## src/common/adc_acq_map.svh

```systemverilog
// offsets, field positions, reset values and timing counts of the acquisition control
// assumes a 32-bit classic Wishbone slave with one register per aligned word
// Behaviour
// - result is 16 bits over low and high bytes, left-justified, unused lows zero
// - busy reads one while converting, zero once result available; resets zero
// - run-mode bit one means continuous, zero single-shot; single-shot after reset
// - start bit written one restarts converter only, reads back zero
// - power field bits stage3,stage2,stage1,converter; zero powers off and resets
// - a powered-off gain stage is bypassed, input wired to output
// - prescaler codes 00..11 divide oscillator by 1, 2, 8, 32; reset 00
// - both bias fields give 0.25, 0.5, 0.75, full current; reset 11
// - elementary count codes give 1, 2, 4, 8 conversions; reset 01
// - oversampling is eight times two to the field; reset 010
// - first stage gain bit gives gain 10 when one, 1 when zero; reset zero
// - second stage gain codes give 1, 2, 5, 10; reset 00
// - second stage offset bit3 sign, bits 2..0 magnitude in 0.2 steps; reset 0000
// - third stage gain is 0.08 times field; reset 000 1100
// - third stage offset bit6 sign, bits 5..0 magnitude in 0.08 steps; reset zero
// - reference select zero first, one second; cleared only by system reset
// - five-bit input select cleared to 00000 only by system reset
// - defaults bit one restores all fields but input and reference select, power to 0001 not 0000; reads zero
// - writing one to start or defaults bit begins a conversion; start is ignored while the converter is powered off
// - continuous mode requests a fresh conversion at each completion
// - writes to configuration registers one to five reset the gain stages
`ifndef ADC_ACQ_MAP_SVH
`define ADC_ACQ_MAP_SVH

`define IDX_RES_LO      3'h0
`define IDX_RES_HI      3'h1
`define IDX_CONV_CFG    3'h2
`define IDX_PWR_BIAS    3'h3
`define IDX_CLK_STAGE2  3'h4
`define IDX_GAIN13      3'h5
`define IDX_STAGE3_OFF  3'h6
`define IDX_INSEL_STAT  3'h7

`define BIT_START       7
`define BIT_RUN_MODE    1
`define BIT_BUSY        7
`define BIT_DEFAULTS    6

`define RST_ELEM_COUNT  2'h1
`define RST_OVERSAMPLE  3'h2
`define RST_BIAS        2'h3
`define RST_POWER       4'h0
`define DEF_POWER       4'h1
`define RST_PRESCALE    2'h0
`define RST_S2_GAIN     2'h0
`define RST_S2_OFF      4'h0
`define RST_S1_GAIN     1'h0
`define RST_S3_GAIN     7'h0C
`define RST_S3_OFF      7'h00
`define RST_INSEL       5'h00

`define RES_BASE_BITS   5'h06
`define SAMPLE_DIV_LAST 2'h3

`endif

```

## src/common/adc_acq_pkg.sv

```systemverilog
// types shared by the acquisition control
// assumes the constants of adc_acq_map.svh alongside
package adc_acq_pkg;
  typedef logic [7:0] reg_byte_t;
  typedef logic [2:0] reg_index_t;
  typedef enum logic {CONV_IDLE, CONV_RUN} conv_state_t;
endpackage : adc_acq_pkg

```

## src/design/adc_acquisition_control.sv

```systemverilog
// register file, conversion sequencing and clock prescaling of the acquisition chain
// assumes a classic Wishbone master and a converter core that pulses DONE with a result
//
// Our own choices: register access over Wishbone and the address map.
`timescale 1ns/1ps
`include "adc_acq_map.svh"

module adc_acquisition_control #(
  parameter int ADR_W = 8
) (
  input  wire logic        CLK_IN,
  input  wire logic        RST_N_IN,
  input  wire logic        WB_CYC_IN,
  input  wire logic        WB_STB_IN,
  input  wire logic        WB_WE_IN,
  input  wire logic [ADR_W-1:0] WB_ADR_IN,
  input  wire logic [3:0]  WB_SEL_IN,
  input  wire logic [31:0] WB_DAT_IN,
  output logic      [31:0] WB_DAT_OUT,
  output logic             WB_ACK_OUT,
  input  wire logic        CONV_DONE_IN,
  input  wire logic [15:0] CONV_RESULT_IN,
  output logic             CONV_REQ_OUT,
  output logic             BUSY_OUT,
  output logic             GAIN_RESET_OUT,
  output logic [3:0]       POWER_OUT,
  output logic [2:0]       BYPASS_OUT,
  output logic [1:0]       GAIN_BIAS_OUT,
  output logic [1:0]       CONV_BIAS_OUT,
  output logic [1:0]       ELEM_COUNT_OUT,
  output logic [2:0]       OVERSAMPLE_OUT,
  output logic             RUN_MODE_OUT,
  output logic [1:0]       PRESCALE_OUT,
  output logic             FIRST_GAIN_OUT,
  output logic [1:0]       SECOND_GAIN_OUT,
  output logic [3:0]       SECOND_OFFSET_OUT,
  output logic [6:0]       THIRD_GAIN_OUT,
  output logic [6:0]       THIRD_OFFSET_OUT,
  output logic [4:0]       INPUT_SELECT_OUT,
  output logic             REF_SELECT_OUT,
  output logic             PSCK_TICK_OUT,
  output logic             SAMPLE_TICK_OUT
);

  // divide limit per prescaler code
  function automatic logic [4:0] prescale_last(input logic [1:0] code);
    unique case (code)
      2'h0: prescale_last = 5'h00;
      2'h1: prescale_last = 5'h01;
      2'h2: prescale_last = 5'h07;
      2'h3: prescale_last = 5'h1F;
    endcase
  endfunction : prescale_last

  // keeps only the bits the digital filter really resolves
  function automatic logic [15:0] result_mask(input logic [2:0] oversampling_field, input logic [1:0] nel);
    logic [4:0] res;
    res = `RES_BASE_BITS + {1'b0, oversampling_field, 1'b0} + {3'h0, nel};
    if (res >= 5'h10) begin
      result_mask = 16'hFFFF;
    end else begin
      result_mask = 16'hFFFF << (5'h10 - res);
    end
  endfunction : result_mask

  // bus slave
  adc_acq_pkg::reg_index_t idx;
  logic                    req_new;
  logic                    mapped;
  logic                    wr_hit;
  logic                    next_ack;
  logic [31:0]             next_dat;

  assign idx     = WB_ADR_IN[4:2];
  assign req_new = WB_CYC_IN && WB_STB_IN && !WB_ACK_OUT;
  assign mapped  = (WB_ADR_IN[ADR_W-1:5] == '0) && (WB_ADR_IN[1:0] == 2'h0);
  assign wr_hit  = req_new && WB_WE_IN && mapped && WB_SEL_IN[0];

  // configuration state
  adc_acq_pkg::reg_byte_t wbyte;
  logic       start_wr;
  logic       def_wr;
  logic [1:0] elem_count, next_elem_count;
  logic [2:0] oversample, next_oversample;
  logic       run_mode, next_run_mode;
  logic [1:0] conv_bias, next_conv_bias;
  logic [1:0] gain_bias, next_gain_bias;
  logic [3:0] power, next_power;
  logic [1:0] prescale, next_prescale;
  logic [1:0] s2_gain, next_s2_gain;
  logic [3:0] s2_off, next_s2_off;
  logic       s1_gain, next_s1_gain;
  logic [6:0] s3_gain, next_s3_gain;
  logic [6:0] s3_off, next_s3_off;
  logic [4:0] insel, next_insel;
  logic       refsel, next_refsel;
  logic [2:0] next_bypass;
  logic       next_gain_reset;

  assign wbyte    = WB_DAT_IN[7:0];
  assign start_wr = wr_hit && (idx == `IDX_CONV_CFG) && wbyte[`BIT_START];
  assign def_wr   = wr_hit && (idx == `IDX_INSEL_STAT) && wbyte[`BIT_DEFAULTS];

  // conversion state
  adc_acq_pkg::conv_state_t state, next_state;
  adc_acq_pkg::reg_byte_t   res_lo, next_res_lo;
  adc_acq_pkg::reg_byte_t   res_hi, next_res_hi;
  logic                     next_req;
  logic [15:0]              masked;

  assign masked = CONV_RESULT_IN & result_mask(oversample, elem_count);

  always_comb begin
    next_ack = req_new;
    next_dat = 32'h0000_0000;
    if (req_new && !WB_WE_IN && mapped) begin
      unique case (idx)
        `IDX_RES_LO:     next_dat[7:0] = res_lo;
        `IDX_RES_HI:     next_dat[7:0] = res_hi;
        // start bit always reads zero
        `IDX_CONV_CFG:   next_dat[7:0] = {1'b0, elem_count, oversample, run_mode, 1'b0};
        `IDX_PWR_BIAS:   next_dat[7:0] = {conv_bias, gain_bias, power};
        `IDX_CLK_STAGE2: next_dat[7:0] = {prescale, s2_gain, s2_off};
        `IDX_GAIN13:     next_dat[7:0] = {s1_gain, s3_gain};
        `IDX_STAGE3_OFF: next_dat[7:0] = {1'b0, s3_off};
        // defaults bit reads zero busy shows progress
        `IDX_INSEL_STAT: next_dat[7:0] = {state == adc_acq_pkg::CONV_RUN, 1'b0, insel, refsel};
      endcase
    end
  end

  always_ff @(posedge CLK_IN) begin
    if (!RST_N_IN) begin
      WB_ACK_OUT <= 1'b0;
      WB_DAT_OUT <= 32'h0000_0000;
    end else begin
      WB_ACK_OUT <= next_ack;
      WB_DAT_OUT <= next_dat;
    end
  end

  always_comb begin
    next_elem_count = elem_count;
    next_oversample = oversample;
    next_run_mode   = run_mode;
    next_conv_bias  = conv_bias;
    next_gain_bias  = gain_bias;
    next_power      = power;
    next_prescale   = prescale;
    next_s2_gain    = s2_gain;
    next_s2_off     = s2_off;
    next_s1_gain    = s1_gain;
    next_s3_gain    = s3_gain;
    next_s3_off     = s3_off;
    next_insel      = insel;
    next_refsel     = refsel;
    next_gain_reset = 1'b0;
    if (wr_hit) begin
      unique case (idx)
        `IDX_CONV_CFG: begin
          next_elem_count = wbyte[6:5];
          next_oversample = wbyte[4:2];
          next_run_mode   = wbyte[`BIT_RUN_MODE];
        end
        `IDX_PWR_BIAS: begin
          next_conv_bias = wbyte[7:6];
          next_gain_bias = wbyte[5:4];
          next_power     = wbyte[3:0];
        end
        `IDX_CLK_STAGE2: begin
          next_prescale = wbyte[7:6];
          next_s2_gain  = wbyte[5:4];
          next_s2_off   = wbyte[3:0];
        end
        `IDX_GAIN13: begin
          next_s1_gain = wbyte[7];
          next_s3_gain = wbyte[6:0];
        end
        `IDX_STAGE3_OFF: next_s3_off = wbyte[6:0];
        `IDX_INSEL_STAT: begin
          next_insel  = wbyte[5:1];
          next_refsel = wbyte[0];
        end
        default: ;
      endcase
      // any write to registers one to five restarts the gain stages
      next_gain_reset = (idx >= `IDX_PWR_BIAS);
    end
    // defaults leave input and reference selection alone
    if (def_wr) begin
      next_elem_count = `RST_ELEM_COUNT;
      next_oversample = `RST_OVERSAMPLE;
      next_run_mode   = 1'b0;
      next_conv_bias  = `RST_BIAS;
      next_gain_bias  = `RST_BIAS;
      next_power      = `DEF_POWER;
      next_prescale   = `RST_PRESCALE;
      next_s2_gain    = `RST_S2_GAIN;
      next_s2_off     = `RST_S2_OFF;
      next_s1_gain    = `RST_S1_GAIN;
      next_s3_gain    = `RST_S3_GAIN;
      next_s3_off     = `RST_S3_OFF;
    end
    next_bypass = ~next_power[3:1];
  end

  always_ff @(posedge CLK_IN) begin
    if (!RST_N_IN) begin
      elem_count     <= `RST_ELEM_COUNT;
      oversample     <= `RST_OVERSAMPLE;
      run_mode       <= 1'b0;
      conv_bias      <= `RST_BIAS;
      gain_bias      <= `RST_BIAS;
      power          <= `RST_POWER;
      prescale       <= `RST_PRESCALE;
      s2_gain        <= `RST_S2_GAIN;
      s2_off         <= `RST_S2_OFF;
      s1_gain        <= `RST_S1_GAIN;
      s3_gain        <= `RST_S3_GAIN;
      s3_off         <= `RST_S3_OFF;
      insel          <= `RST_INSEL;
      refsel         <= 1'b0;
      BYPASS_OUT     <= 3'h7;
      GAIN_RESET_OUT <= 1'b0;
    end else begin
      elem_count     <= next_elem_count;
      oversample     <= next_oversample;
      run_mode       <= next_run_mode;
      conv_bias      <= next_conv_bias;
      gain_bias      <= next_gain_bias;
      power          <= next_power;
      prescale       <= next_prescale;
      s2_gain        <= next_s2_gain;
      s2_off         <= next_s2_off;
      s1_gain        <= next_s1_gain;
      s3_gain        <= next_s3_gain;
      s3_off         <= next_s3_off;
      insel          <= next_insel;
      refsel         <= next_refsel;
      BYPASS_OUT     <= next_bypass;
      GAIN_RESET_OUT <= next_gain_reset;
    end
  end

  assign ELEM_COUNT_OUT    = elem_count;
  assign OVERSAMPLE_OUT    = oversample;
  assign RUN_MODE_OUT      = run_mode;
  assign CONV_BIAS_OUT     = conv_bias;
  assign GAIN_BIAS_OUT     = gain_bias;
  assign POWER_OUT         = power;
  assign PRESCALE_OUT      = prescale;
  assign SECOND_GAIN_OUT   = s2_gain;
  assign SECOND_OFFSET_OUT = s2_off;
  assign FIRST_GAIN_OUT    = s1_gain;
  assign THIRD_GAIN_OUT    = s3_gain;
  assign THIRD_OFFSET_OUT  = s3_off;
  assign INPUT_SELECT_OUT  = insel;
  assign REF_SELECT_OUT    = refsel;

  // sequencing; a powered-down converter drops everything in flight
  always_comb begin
    next_state  = state;
    next_res_lo = res_lo;
    next_res_hi = res_hi;
    next_req    = 1'b0;
    if (!power[0]) begin
      next_state = adc_acq_pkg::CONV_IDLE;
    end else begin
      if (state == adc_acq_pkg::CONV_RUN && CONV_DONE_IN) begin
        next_res_lo = masked[7:0];
        next_res_hi = masked[15:8];
        next_state  = adc_acq_pkg::CONV_IDLE;
        next_req    = run_mode;
      end
      // a request in the completion cycle wins, busy stays set
      if (start_wr || def_wr) begin
        next_req = 1'b1;
      end
      if (next_req) begin
        next_state = adc_acq_pkg::CONV_RUN;
      end
    end
    // defaults mode powers the converter itself, so its request stands even from off
    if (def_wr) begin
      next_req   = 1'b1;
      next_state = adc_acq_pkg::CONV_RUN;
    end
  end

  always_ff @(posedge CLK_IN) begin
    if (!RST_N_IN) begin
      state        <= adc_acq_pkg::CONV_IDLE;
      res_lo       <= 8'h00;
      res_hi       <= 8'h00;
      CONV_REQ_OUT <= 1'b0;
      BUSY_OUT     <= 1'b0;
    end else begin
      state        <= next_state;
      res_lo       <= next_res_lo;
      res_hi       <= next_res_hi;
      CONV_REQ_OUT <= next_req;
      BUSY_OUT     <= (next_state == adc_acq_pkg::CONV_RUN);
    end
  end

  // prescaler; sample tick is psck divided by four
  logic [4:0] psck_cnt, next_psck_cnt;
  logic [1:0] fs_cnt, next_fs_cnt;
  logic       next_psck_tick;
  logic       next_sample_tick;

  always_comb begin
    next_psck_cnt    = psck_cnt + 5'h01;
    next_fs_cnt      = fs_cnt;
    next_psck_tick   = 1'b0;
    next_sample_tick = 1'b0;
    // >= so a shorter code taken mid-count never runs past its limit
    if (psck_cnt >= prescale_last(prescale)) begin
      next_psck_cnt    = 5'h00;
      next_psck_tick   = 1'b1;
      next_fs_cnt      = fs_cnt + 2'h1;
      next_sample_tick = (fs_cnt == `SAMPLE_DIV_LAST);
    end
  end

  always_ff @(posedge CLK_IN) begin
    if (!RST_N_IN) begin
      psck_cnt        <= 5'h00;
      fs_cnt          <= 2'h0;
      PSCK_TICK_OUT   <= 1'b0;
      SAMPLE_TICK_OUT <= 1'b0;
    end else begin
      psck_cnt        <= next_psck_cnt;
      fs_cnt          <= next_fs_cnt;
      PSCK_TICK_OUT   <= next_psck_tick;
      SAMPLE_TICK_OUT <= next_sample_tick;
    end
  end

  ack_single_a: assert property (@(posedge CLK_IN) disable iff (!RST_N_IN)
    WB_ACK_OUT |=> !WB_ACK_OUT)
    else $error("ack held longer than one cycle");

  start_zero_a: assert property (@(posedge CLK_IN) disable iff (!RST_N_IN)
    (req_new && !WB_WE_IN && mapped && idx == `IDX_CONV_CFG) |=> !WB_DAT_OUT[`BIT_START])
    else $error("start bit read back as one");

  start_req_a: assert property (@(posedge CLK_IN) disable iff (!RST_N_IN)
    (start_wr && power[0]) |=> (CONV_REQ_OUT && BUSY_OUT))
    else $error("start write did not request a conversion");

  def_req_a: assert property (@(posedge CLK_IN) disable iff (!RST_N_IN)
    def_wr |=> (CONV_REQ_OUT && BUSY_OUT))
    else $error("defaults write did not request a conversion");

  busy_clear_a: assert property (@(posedge CLK_IN) disable iff (!RST_N_IN)
    (BUSY_OUT && CONV_DONE_IN && power[0] && !run_mode && !start_wr && !def_wr)
    |=> (!BUSY_OUT && {res_hi, res_lo} == $past(masked)))
    else $error("completion did not load result and clear busy");

  run_mode_bit_rereq_a: assert property (@(posedge CLK_IN) disable iff (!RST_N_IN)
    (BUSY_OUT && CONV_DONE_IN && power[0] && run_mode) |=> (CONV_REQ_OUT && BUSY_OUT))
    else $error("continuous mode did not request again");

  gain_reset_a: assert property (@(posedge CLK_IN) disable iff (!RST_N_IN)
    (wr_hit && idx >= `IDX_PWR_BIAS) |=> GAIN_RESET_OUT ##1 !GAIN_RESET_OUT)
    else $error("gain stages not reset by configuration write");

  defaults_a: assert property (@(posedge CLK_IN) disable iff (!RST_N_IN)
    def_wr |=> (power == `DEF_POWER && oversample == `RST_OVERSAMPLE
                && insel == $past(wbyte[5:1]) && BYPASS_OUT == 3'h7))
    else $error("defaults mode did not restore fields");

  bypass_a: assert property (@(posedge CLK_IN) disable iff (!RST_N_IN)
    BYPASS_OUT == ~power[3:1])
    else $error("bypass disagrees with stage power");

  off_idle_a: assert property (@(posedge CLK_IN) disable iff (!RST_N_IN)
    (!power[0] && !def_wr) |=> !BUSY_OUT)
    else $error("powered-down converter still busy");

  sample_tick_a: assert property (@(posedge CLK_IN) disable iff (!RST_N_IN)
    (SAMPLE_TICK_OUT && prescale == 2'h0) ##1 (prescale == 2'h0) [*3] |=> SAMPLE_TICK_OUT)
    else $error("undivided sample tick not every fourth cycle");

  // reset in the antecedent so the release edge starts no attempt
  psck_tick_a: assert property (@(posedge CLK_IN) disable iff (!RST_N_IN)
    (RST_N_IN && prescale == 2'h0) |=> PSCK_TICK_OUT)
    else $error("undivided prescaler missed a tick");

endmodule : adc_acquisition_control

```

## config.mk

```make
export PLATFORM = sky130hd
export DESIGN_NAME = adc_acquisition_control
export DESIGN_NICKNAME = d
export VERILOG_FILES = /design/src/common/adc_acq_pkg.sv /design/src/design/adc_acquisition_control.sv
export VERILOG_INCLUDE_DIRS = /design/src /design/src/common
export SDC_FILE = /design/constraint.sdc
export NUM_CORES = 1
export LEC_CHECK = 0
export BUFFER_PORTS_ARGS = -buffer_cell sky130_fd_sc_hd__buf_4
export CORE_MARGIN = 2
export CORE_UTILIZATION = 30
export DETAILED_ROUTE_END_ITERATION = 8
export PLACE_DENSITY_LB_ADDON = 0.1
export SLEW_MARGIN = 20
export SYNTH_ARGS = -nofsm -noshare
export SYNTH_HDL_FRONTEND = slang
export SYNTH_SLANG_ARGS = --single-unit
```

## constraint.sdc

```tcl
create_clock -name CLK_IN -period 3.7 [get_ports CLK_IN]
set_input_delay 0.74 -clock CLK_IN [delete_from_list [all_inputs] [get_ports CLK_IN]]
set_output_delay 0.74 -clock CLK_IN [all_outputs]
set_load 0.1 [all_outputs]
```

==> key figures, run 1 <==
Run status
  – Status: finished clean

Detailed routing
  – WL final: 12.5 mm
  – Avg WL per Cell: 17.3 um
  – Total number of vias: 3,570
  – Final ANT Viol Nets: 0
  – Drt pass-1 iters: 5
  – DR iter-0 viols: 149
  – DRC viols: 0
  – Avg Vias per Cell: 4.92

Logic synthesis
  – Mean Syn Cell Area: 9.18 sq um
  – Synth Flop Type: dfxtp_1
  – Post-Syn Area: 0.00414 sq mm
  – Register area share after synthesis: 40.1%
  – Post-synth EDFFs: 0
  – YS warnings: 0
  – Synth top area cells: dfxtp_1, mux2i_1, nor2_1, buf_4, ha_1
  – Area leader, netlist: dfxtp_1
  – Cell count after synthesis: 451
  – Unique cell type count in the Yosys netlist: 53
  – Post-synth ARST share: 0%
  – Yosys top cell area share: 40.1%
  – Most common cell in the netlist: dfxtp_1
  – Cell types with the highest counts after synthesis: dfxtp_1, mux2i_1, nor2_1
  – Register bit total from synthesis: 83

Worst setup path
  – Critical path capture point type: flip-flop
  – Crit. Startpoint: OVERSAMPLE_OUT[0]
  – CP startpoint kind: flip-flop
  – CP arrival: 3.28 ns
  – Crit-path max FO: 7
  – Crit Path Class: reg -> reg
  – Worst reg2reg startpoint: OVERSAMPLE_OUT[0]
  – Data required, critical path: 3.99 ns

Clocking
  – TritonCTS Buffers: 9
  – Post-CTS Hold Buffers: 0
  – # Post-CTS Setup Buffers: 0
  – Clk Latency, worst-skew pair: 0.35 ns
  – CTS Sinks: 83
  – CTS clk-pin slew, worst paths: 0.07 ns
  – Max clock buf depth: 2
  – Post-CTS sizing: 0
  – Htree depth: 3
  – Root Driver: clkbuf_16
  – CTS tree: built

Final layout
  – FF+latch area: 0.00166 sq mm
  – Area delta synth->final: 28.8%
  – Diode count: 0
  – Multi-input logic area: 0.00222 sq mm
  – Non-Filler Instances: 725
  – Filler cells: 1,358
  – Final Net Count: 625
  – Fraction of layout cells with a size suffix above 1: 22.6%

Timing
  – Final Setup Violations: 0
  – Count of final hold-check violations: 0
  – Max-slew headroom: 42.5%
  – Slew @ Worst Pin: 0.855 ns
  – Part of the cycle the worst path needs: 81.0%
  – TNS Setup: 0 ns
  – Hold Slack: 0.457 ns
  – Final min period: 3.00 ns
  – RSZ-0062 raised after global routing: false
  – Peak Freq: 334 MHz
  – Final WS setup: 0.703 ns
  – Max Slew Vio Count: 0
  – Clock Skew: 0.00924 ns

Floorplan
  – # rows: 42
  – Die Y: 121 um
  – Core ar.: 0.0133 sq mm
  – Die area: 0.0148 sq mm
  – Ports: 150
  – Initial Util: 31.0%
  – Die W: 121 um

Global route
  – Congestion Overflow GR: 0
  – GRT Overall Usage: 17.4%
  – Largest net degree at the start of global routing: 31
  – First-pass GRT wire length: 19.2 mm
  – Vias in the first global route: 3,443
  – Initial antenna violation count: 0

Placement
  – Cells after DPL: 709
  – Detailed placement HPWL: 9.17 mm
  – Final Wtd Congestion: 0.821
  – # port buffers: 98
  – Dpl ws: 0.736 ns

Min path
  – Hold Crit Class: reg -> reg
  – Hold wc startpoint: res_hi[7]

Flow run
  – Max Cap Viol: 0

Power
  – Pwr/cell area: 416 mW/mm^2
  – VDD IR max: 184 uV
  – Leakage Power: 2.51 nW
path summary, 6_finish.rpt:
| path | to | slack (ns) | cells after the start |
|---|---|---|---|
| worst max-delay path | res_lo[5] | 0.70 | 12 |
| worst min-delay path | res_hi[7] | 0.46 | 2 |
| worst max register to register | res_lo[5] | 0.70 | 12 |
| worst min register to register | res_hi[7] | 0.46 | 2 |
worst max-delay path, stage by stage (launching register included):
cell and delay [ns]:
dfxtp_1 0.40, inv_1 0.10, ha_1 0.18, inv_1 0.05
ha_1 0.13, inv_1 0.05, fa_1 0.51, and3_1 0.22
ha_1 0.38, nor2b_1 0.14, mux2i_1 0.09, a21oi_1 0.43
a32o_1 0.25
power by group:
group	switching, mW	total (mW)	internal, mW
registers	0.00181	0.899	0.897
logic	0.188	0.241	0.0530
clock network	0.380	1.08	0.700
total	0.571	2.22	1.65
cell type report:
class / instances / area share [%]
well taps: 176 / 4.13
repair buffers: 104 / 14.9
inverters: 21 / 1.48
flip-flops and latches: 83 / 31.2
clock inverters: 5 / 2.02
multi-input cells: 325 / 41.6
clock buffers: 11 / 4.74
metal layers:
layer	routed length (um)	track usage, %
met5	0	0
met2	5740	26.8
met3	761	4.56
met1	5880	23.8
met4	146	4.89
state kept, by name, indices dropped and copies added (netlist names), 2 cells and up:
signal             cells
POWER_OUT              4
GAIN_BIAS_OUT          2
THIRD_OFFSET_OUT       7
WB_DAT_OUT             8
BYPASS_OUT             3
res_hi                 8
psck_cnt               5
CONV_BIAS_OUT          2
SECOND_GAIN_OUT        2
SECOND_OFFSET_OUT      4
THIRD_GAIN_OUT         7
PRESCALE_OUT           2
res_lo                 8
INPUT_SELECT_OUT       5
fs_cnt                 2
ELEM_COUNT_OUT         2
OVERSAMPLE_OUT         3
cells by family after synthesis:
family,share of synthesized area [%]
AOI/OAI and AO/OA,13.2
xor gates and xnor gates,0.847
adders and majority gates,4.72
buffers and inverters,8.34
DFF,40.1
muxes,12.6
other,0.0906
and+or+nand+nor,20.0
cells in the final DEF (no fill, tap or decap), drive strengths merged, types with 3 or more instances in the layout:
cell	n
nor2b	7
o21ai	6
a22o	5
nand4	7
a21oi	12
inv	21
xor2	3
nand3	14
nand2	33
dfxtp	83
a32o	11
buf	104
mux2i	52
nor2	52
ha	14
nand2b	8
nand3b	8
nor3	5
a211oi	4
a221oi	9
clkbuf	11
o211ai	4
a21o	4
nor4bb	5
and3	6
bufinv	3
conb	24
metrics by stage:
step / cell area [sq um] / utilization [%] / total power, mW
final: 5330 / 40.0 / 2.22
after global routing: 5330 / 40.0 / 2.29
after CTS: 5330 / 40.0 / 2.24
after detailed placement: 4970 / 37.3 / 1.16
after global placement: 4970 / 37.3 / 1.16
after floorplan: 4230 / - / 1.11
Power figures use the tool's default switching activity.
==> run 2, diff against run 1 <==
==> constraint.sdc (replaced) <==
create_clock -name CLK_IN -period 2.5 [get_ports CLK_IN]
set_input_delay 0.5 -clock CLK_IN [delete_from_list [all_inputs] [get_ports CLK_IN]]
set_output_delay 0.5 -clock CLK_IN [all_outputs]
set_load 0.1 [all_outputs]
==> key figures, run 2 (synthesis results as in run 1) <==
Floorplan
  – Die W: 121 um (unchanged)
  – Ports: 150 (unchanged)
  – Die Y: 121 um (unchanged)
  – # rows: 42 (unchanged)
  – Die area: 0.0148 sq mm (unchanged)
  – Core ar.: 0.0133 sq mm (unchanged)
  – Initial Util: 31.0% (unchanged)

Timing
  – Slew @ Worst Pin: 0.544 ns (-0.311 ns)
  – TNS Setup: 0 ns (unchanged)
  – RSZ-0062 raised after global routing: false
  – Final min period: 2.40 ns (-0.599 ns)
  – Final Setup Violations: 0 (unchanged)
  – Max Slew Vio Count: 0 (unchanged)
  – Max-slew headroom: 63.6% (+21 points)
  – Hold Slack: 0.376 ns (-0.0806 ns)
  – Part of the cycle the worst path needs: 95.9% (+15 points)
  – Count of final hold-check violations: 0 (unchanged)
  – Peak Freq: 417 MHz (+25%)
  – Clock Skew: 0.00693 ns (-0.00231 ns)

Placement
  – # port buffers: 98 (unchanged)
  – Final Wtd Congestion: 0.823 (+0.26%)
  – Detailed placement HPWL: 9.81 mm (+7.0%)

Clocking
  – TritonCTS Buffers: 9 (unchanged)
  – CTS tree: built
  – Root Driver: clkbuf_16
  – Max clock buf depth: 2 (unchanged)
  – Htree depth: 3 (unchanged)
  – CTS Sinks: 83 (unchanged)
  – CTS clk-pin slew, worst paths: 0.06 ns (about the same)
  – Clk Latency, worst-skew pair: 0.35 ns (about the same)
  – Post-CTS Hold Buffers: 0 (unchanged)

Final layout
  – Commonest non-fill, non-tap cells in the layout: buf_4, dfxtp_1, mux2i_1, nor2_1, nand2_1
  – Final Net Count: 649 (+3.8%)
  – Diode count: 0 (unchanged)
  – Filler cells: 1,386 (+2.1%)
  – Area delta synth->final: 34.6%
  – Commonest non-fill, non-tap cell in the layout: buf_4
  – Largest registers: WB_DAT_OUT x8, res_hi x8, res_lo x8
  – Final core utilization: 41.7% (+1.8 points)
  – Fraction of layout cells with a size suffix above 1: 28.8% (+6.2 points)

Detailed routing
  – WL final: 13.0 mm (+3.8%)
  – Avg Vias per Cell: 4.85 (-1.6%)
  – DRC viols: 0 (unchanged)
  – Total number of vias: 3,630 (+1.7%)
  – DR iter-0 viols: 235 (+58%)
  – Final ANT Viol Nets: 0 (unchanged)
  – Avg WL per Cell: 17.4 um (+0.46%)
  – Drt pass-1 iters: 4 (-1)

Run status
  – Status: finished clean

Worst setup path
  – Crit-path max FO: 5 (-2)
  – CP Cell Sequence: inv_2 > ha_4 > inv_2 > ha_4 > inv_2 > fa_1 > and3_4 > ha_4 > nor2b_2 > mux2i_2 > a21oi_4 > a32o_1
  – CP arrival: 2.64 ns (-0.64 ns)
  – Delay-heaviest family, CP: adder cells
  – Data required, critical path: 2.74 ns (-1.25 ns)
  – Slowest cell on the critical path: fa_1
  – Critical path capture point type: flip-flop
  – CP startpoint kind: flip-flop
  – Crit path buf inv count: 3 (unchanged)
  – Crit Path Class: reg -> reg
  – Worst path max stage delay: 0.45 ns (-0.06 ns)

Global route
  – Vias in the first global route: 3,541 (+2.8%)
  – Largest net degree at the start of global routing: 28 (-9.7%)
  – GRT Overall Usage: 18.3% (+0.92 points)
  – First-pass GRT wire length: 20.0 mm (+4.3%)
  – Initial antenna violation count: 0 (unchanged)
  – Congestion Overflow GR: 0 (unchanged)

Power
  – Switching Power: 0.845 mW (+48%)
  – Pwr/cell area: 561 mW/mm^2 (+35%)
  – Sw Ratio: 27.0% (+1.3 points)
  – Internal: 2.28 mW (+38%)
  – Seq pwr share: 42.4% (+1.9 points)
  – Leakage Power: 2.61 nW (+3.9%)
  – Clk network pwr share: 45.9% (-2.8 points)
  – Comb power frac: 11.7% (+0.8 points)
  – VDD IR max: 347 uV (+89%)

Min path
  – Hold Crit Class: in -> reg

Flow run
  – Max Cap Viol: 0 (unchanged)
run 2: routing by layer:
metal / GRT usage [%] / wire length, um / part of all wire [%] / vias to the layer above
met5: 0 / 0 / 0 / -
met4: 7.90 / 261 / 2.0 / 0
met3: 4.04 / 777 / 6.0 / 17
li1: - / - / - / 1804
met1: 22.9 / 5700 / 44 / 1703
met2: 30.1 / 6270 / 48 / 106
run 2: timing repair:
action | in CTS | in global routing
endpoints found under the setup margin | 4 | 5
setup buffers | 1 | 2
pin swaps | 2 | 3
gates resized for setup | 0 | 4
run 2: final timing paths:
path              slack, ns               from  cells after the start   endpoint
setup / recovery       0.10  OVERSAMPLE_OUT[0]                     12  res_lo[5]
hold / removal         0.38  CONV_RESULT_IN[7]                      2  res_lo[7]
setup reg to reg       0.10  OVERSAMPLE_OUT[0]                     12  res_lo[5]
hold reg to reg        0.45          res_hi[7]                      2  res_hi[7]
run 2: layout make-up:
class	count	area, sq um	area share (%)
clock buffer	9	225	4.04
inverter	21	78.8	1.42
clock inverter	7	92.6	1.66
timing repair buffer	128	973	17.5
sequential	83	1670	30.1
tap	176	220	3.95
multi-input combinational	325	2310	41.4
run 2: power by group through the flow:
| stage | clock network, mW | registers (mW) | logic (mW) |
|---|---|---|---|
| after detailed placement | 0 | 1.36 | 0.365 |
| after CTS | 1.47 | 1.33 | 0.366 |
| after global routing | 1.52 | 1.33 | 0.383 |
| after floorplan | 0 | 1.37 | 0.271 |
| after global placement | 0 | 1.36 | 0.364 |
| final | 1.43 | 1.33 | 0.365 |
run 2: metrics by stage:
step	power, mW	cells	worst slack (ns)	area (sq um)
4_1_cts	3.16	747	0.0407	5540
2_1_floorplan	1.64	474	-0.0884	4320
3_3_place_gp	1.72	730	0.0354	5210
3_5_place_dp	1.72	730	-0.0158	5210
6_report	3.13	749	0.102	5570
5_1_grt	3.23	749	0.00935	5570
==> run 3, diff against run 2 <==
--- a/config.mk
+++ b/config.mk
@@ -9,6 +9,7 @@
 export BUFFER_PORTS_ARGS = -buffer_cell sky130_fd_sc_hd__buf_4
 export CORE_MARGIN = 2
 export CORE_UTILIZATION = 30
+export CTS_BUF_LIST = sky130_fd_sc_hd__clkbuf_8
 export DETAILED_ROUTE_END_ITERATION = 8
 export PLACE_DENSITY_LB_ADDON = 0.1
 export SLEW_MARGIN = 20
==> key figures, run 3 (synthesis results as in run 1) <==
Run status
  – Status: finished clean

Final layout
  – FF+latch area: 0.00167 sq mm (unchanged)
  – Largest registers: WB_DAT_OUT x8, res_hi x8, res_lo x8
  – Area delta synth->final: 32.1%
  – Final Net Count: 649 (unchanged)
  – Diode count: 0 (unchanged)
  – Fin area: 0.00547 sq mm (-1.8%)
  – Commonest non-fill, non-tap cell in the layout: buf_4
  – Commonest non-fill, non-tap cells in the layout: buf_4, dfxtp_1, mux2i_1, nor2_1, nand2_1
  – Fraction of layout cells with a size suffix above 1: 28.8% (unchanged)
  – Filler cells: 1,398 (+0.87%)
  – Non-Filler Instances: 749 (unchanged)
  – Multi-input logic area: 0.00231 sq mm (unchanged)

Worst setup path
  – Crit path to: res_hi[6]
  – Data required, critical path: 2.76 ns (+0.02 ns)
  – CP arrival: 2.67 ns (+0.03 ns)
  – Reg2reg end: res_hi[6]
  – FF-to-FF path depth: 12 (unchanged)
  – Critical path capture point type: flip-flop
  – R2r setup slk: 0.09 ns (about the same)
  – Crit-path max FO: 5 (unchanged)
  – Crit. Startpoint: OVERSAMPLE_OUT[0]
  – Crit Path Class: reg -> reg
  – Worst reg2reg startpoint: OVERSAMPLE_OUT[0]
  – CP startpoint kind: flip-flop

Global route
  – Largest net degree at the start of global routing: 28 (unchanged)
  – Vias in the first global route: 3,548 (+0.20%)
  – Initial antenna violation count: 0 (unchanged)
  – GRT Overall Usage: 18.1% (-0.18 points)
  – Congestion Overflow GR: 0 (unchanged)
  – First-pass GRT wire length: 20.0 mm (-0.10%)

Timing
  – Final min period: 2.41 ns (+0.0121 ns)
  – Max Slew Vio Count: 0 (unchanged)
  – Slew @ Worst Pin: 0.534 ns (-0.0102 ns)
  – Final Setup Violations: 0 (unchanged)
  – Clock Skew: 0.0118 ns (+0.00489 ns)
  – Part of the cycle the worst path needs: 96.4% (+0.48 points)
  – Final WS setup: 0.0899 ns (-0.0121 ns)
  – RSZ-0062 raised after global routing: false
  – Max-slew headroom: 64.3% (+0.68 points)
  – Peak Freq: 415 MHz (-0.50%)
  – Count of final hold-check violations: 0 (unchanged)

Power
  – Clk network pwr share: 38.9% (-7.0 points)
  – Internal: 1.97 mW (-14%)
  – Seq pwr share: 47.9% (+5.5 points)
  – VDD IR max: 300 uV (-14%)
  – Switching Power: 0.800 mW (-5.4%)
  – Comb power frac: 13.2% (+1.5 points)
  – Leakage Power: 2.56 nW (-1.8%)
  – Sw Ratio: 28.9% (+1.9 points)
  – Pwr/cell area: 506 mW/mm^2 (-9.9%)

Clocking
  – Post-CTS Hold Buffers: 0 (unchanged)
  – CTS tree: built
  – Htree depth: 3 (unchanged)
  – CTS clk-pin slew, worst paths: 0.09 ns (+0.03 ns)
  – Root Driver: clkbuf_8
  – TritonCTS Buffers: 9 (unchanged)
  – Max clock buf depth: 2 (unchanged)
  – CTS Sinks: 83 (unchanged)
  – Clk Latency, worst-skew pair: 0.38 ns (+0.03 ns)

Placement
  – Cells after DPL: 730 (unchanged)
  – Dpl ws: -0.0158 ns (unchanged)
  – Final Wtd Congestion: 0.823 (unchanged)
  – Area post-placement: 0.00521 sq mm (unchanged)
  – Detailed placement HPWL: 9.81 mm (unchanged)
  – # port buffers: 98 (unchanged)

Min path
  – Hold Crit Class: in -> reg

Floorplan
  – Core ar.: 0.0133 sq mm (unchanged)
  – Die W: 121 um (unchanged)
  – # rows: 42 (unchanged)
  – Die area: 0.0148 sq mm (unchanged)
  – Die Y: 121 um (unchanged)
  – Ports: 150 (unchanged)
  – Initial Util: 31.0% (unchanged)

Detailed routing
  – DRC viols: 0 (unchanged)
  – Final ANT Viol Nets: 0 (unchanged)
  – WL final: 13.0 mm (about the same)
  – DR iter-0 viols: 214 (-8.9%)
  – Drt pass-1 iters: 5 (+1)
  – Avg WL per Cell: 17.4 um (about the same)
  – Avg Vias per Cell: 4.84 (-0.14%)
  – Total number of vias: 3,625 (-0.14%)

Flow run
  – Max Cap Viol: 0 (unchanged)
run 3: cell types whose count changed in the layout (fill, tap and decap cells not counted):
cell,previous run,this run
clkbuf_16,9,0
clkbuf_8,0,9
run 3: worst min path at each step:
stage / startpoint / end / slack [ns] / depth (start not counted)
2_1_floorplan: psck_cnt[0] / psck_cnt[0] / 0.43 / 1
3_3_place_gp: fs_cnt[1] / fs_cnt[1] / 0.45 / 2
3_5_place_dp: res_hi[7] / res_hi[7] / 0.45 / 2
4_1_cts: CONV_RESULT_IN[7] / res_lo[7] / 0.33 / 2
5_1_grt: CONV_RESULT_IN[11] / res_hi[3] / 0.35 / 2
6_report: CONV_RESULT_IN[7] / res_lo[7] / 0.35 / 2
run 3: worst max-delay path: stages (launching register included):
cell      delay, ns
dfxtp_4        0.36
inv_2          0.05
ha_4           0.15
inv_2          0.06
ha_4           0.12
inv_2          0.03
fa_1           0.49
buf_4          0.12
nor4bb_4       0.22
o21ba_4        0.21
a21oi_2        0.07
buf_4          0.16
a32o_1         0.26
run 3: power groups by stage:
stage                     Sequential, mW  Combinational (mW)  Clock, mW
final                               1.33               0.366       1.08
after global routing                1.33               0.383       1.17
after CTS                           1.33               0.366       1.12
after detailed placement            1.36               0.365          0
after global placement              1.36               0.364          0
after floorplan                     1.37               0.271          0
run 3: timing repair:
item,4_1_cts,5_1_grt
setup endpoints to repair,4,5
cloned,0,0
resized for setup,0,4
endpoints found under the hold margin,0,0
setup buffers,1,2
pin swaps,2,3
run 3: layer usage:
| layer | vias to the layer above | global-route usage [%] | wire, um |
|---|---|---|---|
| met1 | 1715 | 23.1 | 5870 |
| met3 | 13 | 4.14 | 697 |
| met5 | - | 0 | 0 |
| met4 | 0 | 5.82 | 181 |
| li1 | 1799 | - | - |
| met2 | 98 | 30.1 | 6270 |
run 3: through the flow:
step / hold WS, ns / TNS, ns / utilization, % / power (mW)
floorplan: 0.430 / -0.669 / - / 1.64
global placement: 0.449 / 0 / 39.1 / 1.72
detailed placement: 0.452 / -0.0556 / 39.1 / 1.72
CTS: 0.327 / 0 / 40.7 / 2.81
global route: 0.350 / 0 / 41.0 / 2.88
finish: 0.351 / 0 / 41.0 / 2.77
run 3: layout make-up:
class,count,share of cell area (%)
sequential,83,30.6
clock inverter,7,1.69
multi-input combinational,325,42.2
inverter,21,1.44
clock buffer,9,2.26
tap,176,4.03
timing repair buffer,128,17.8
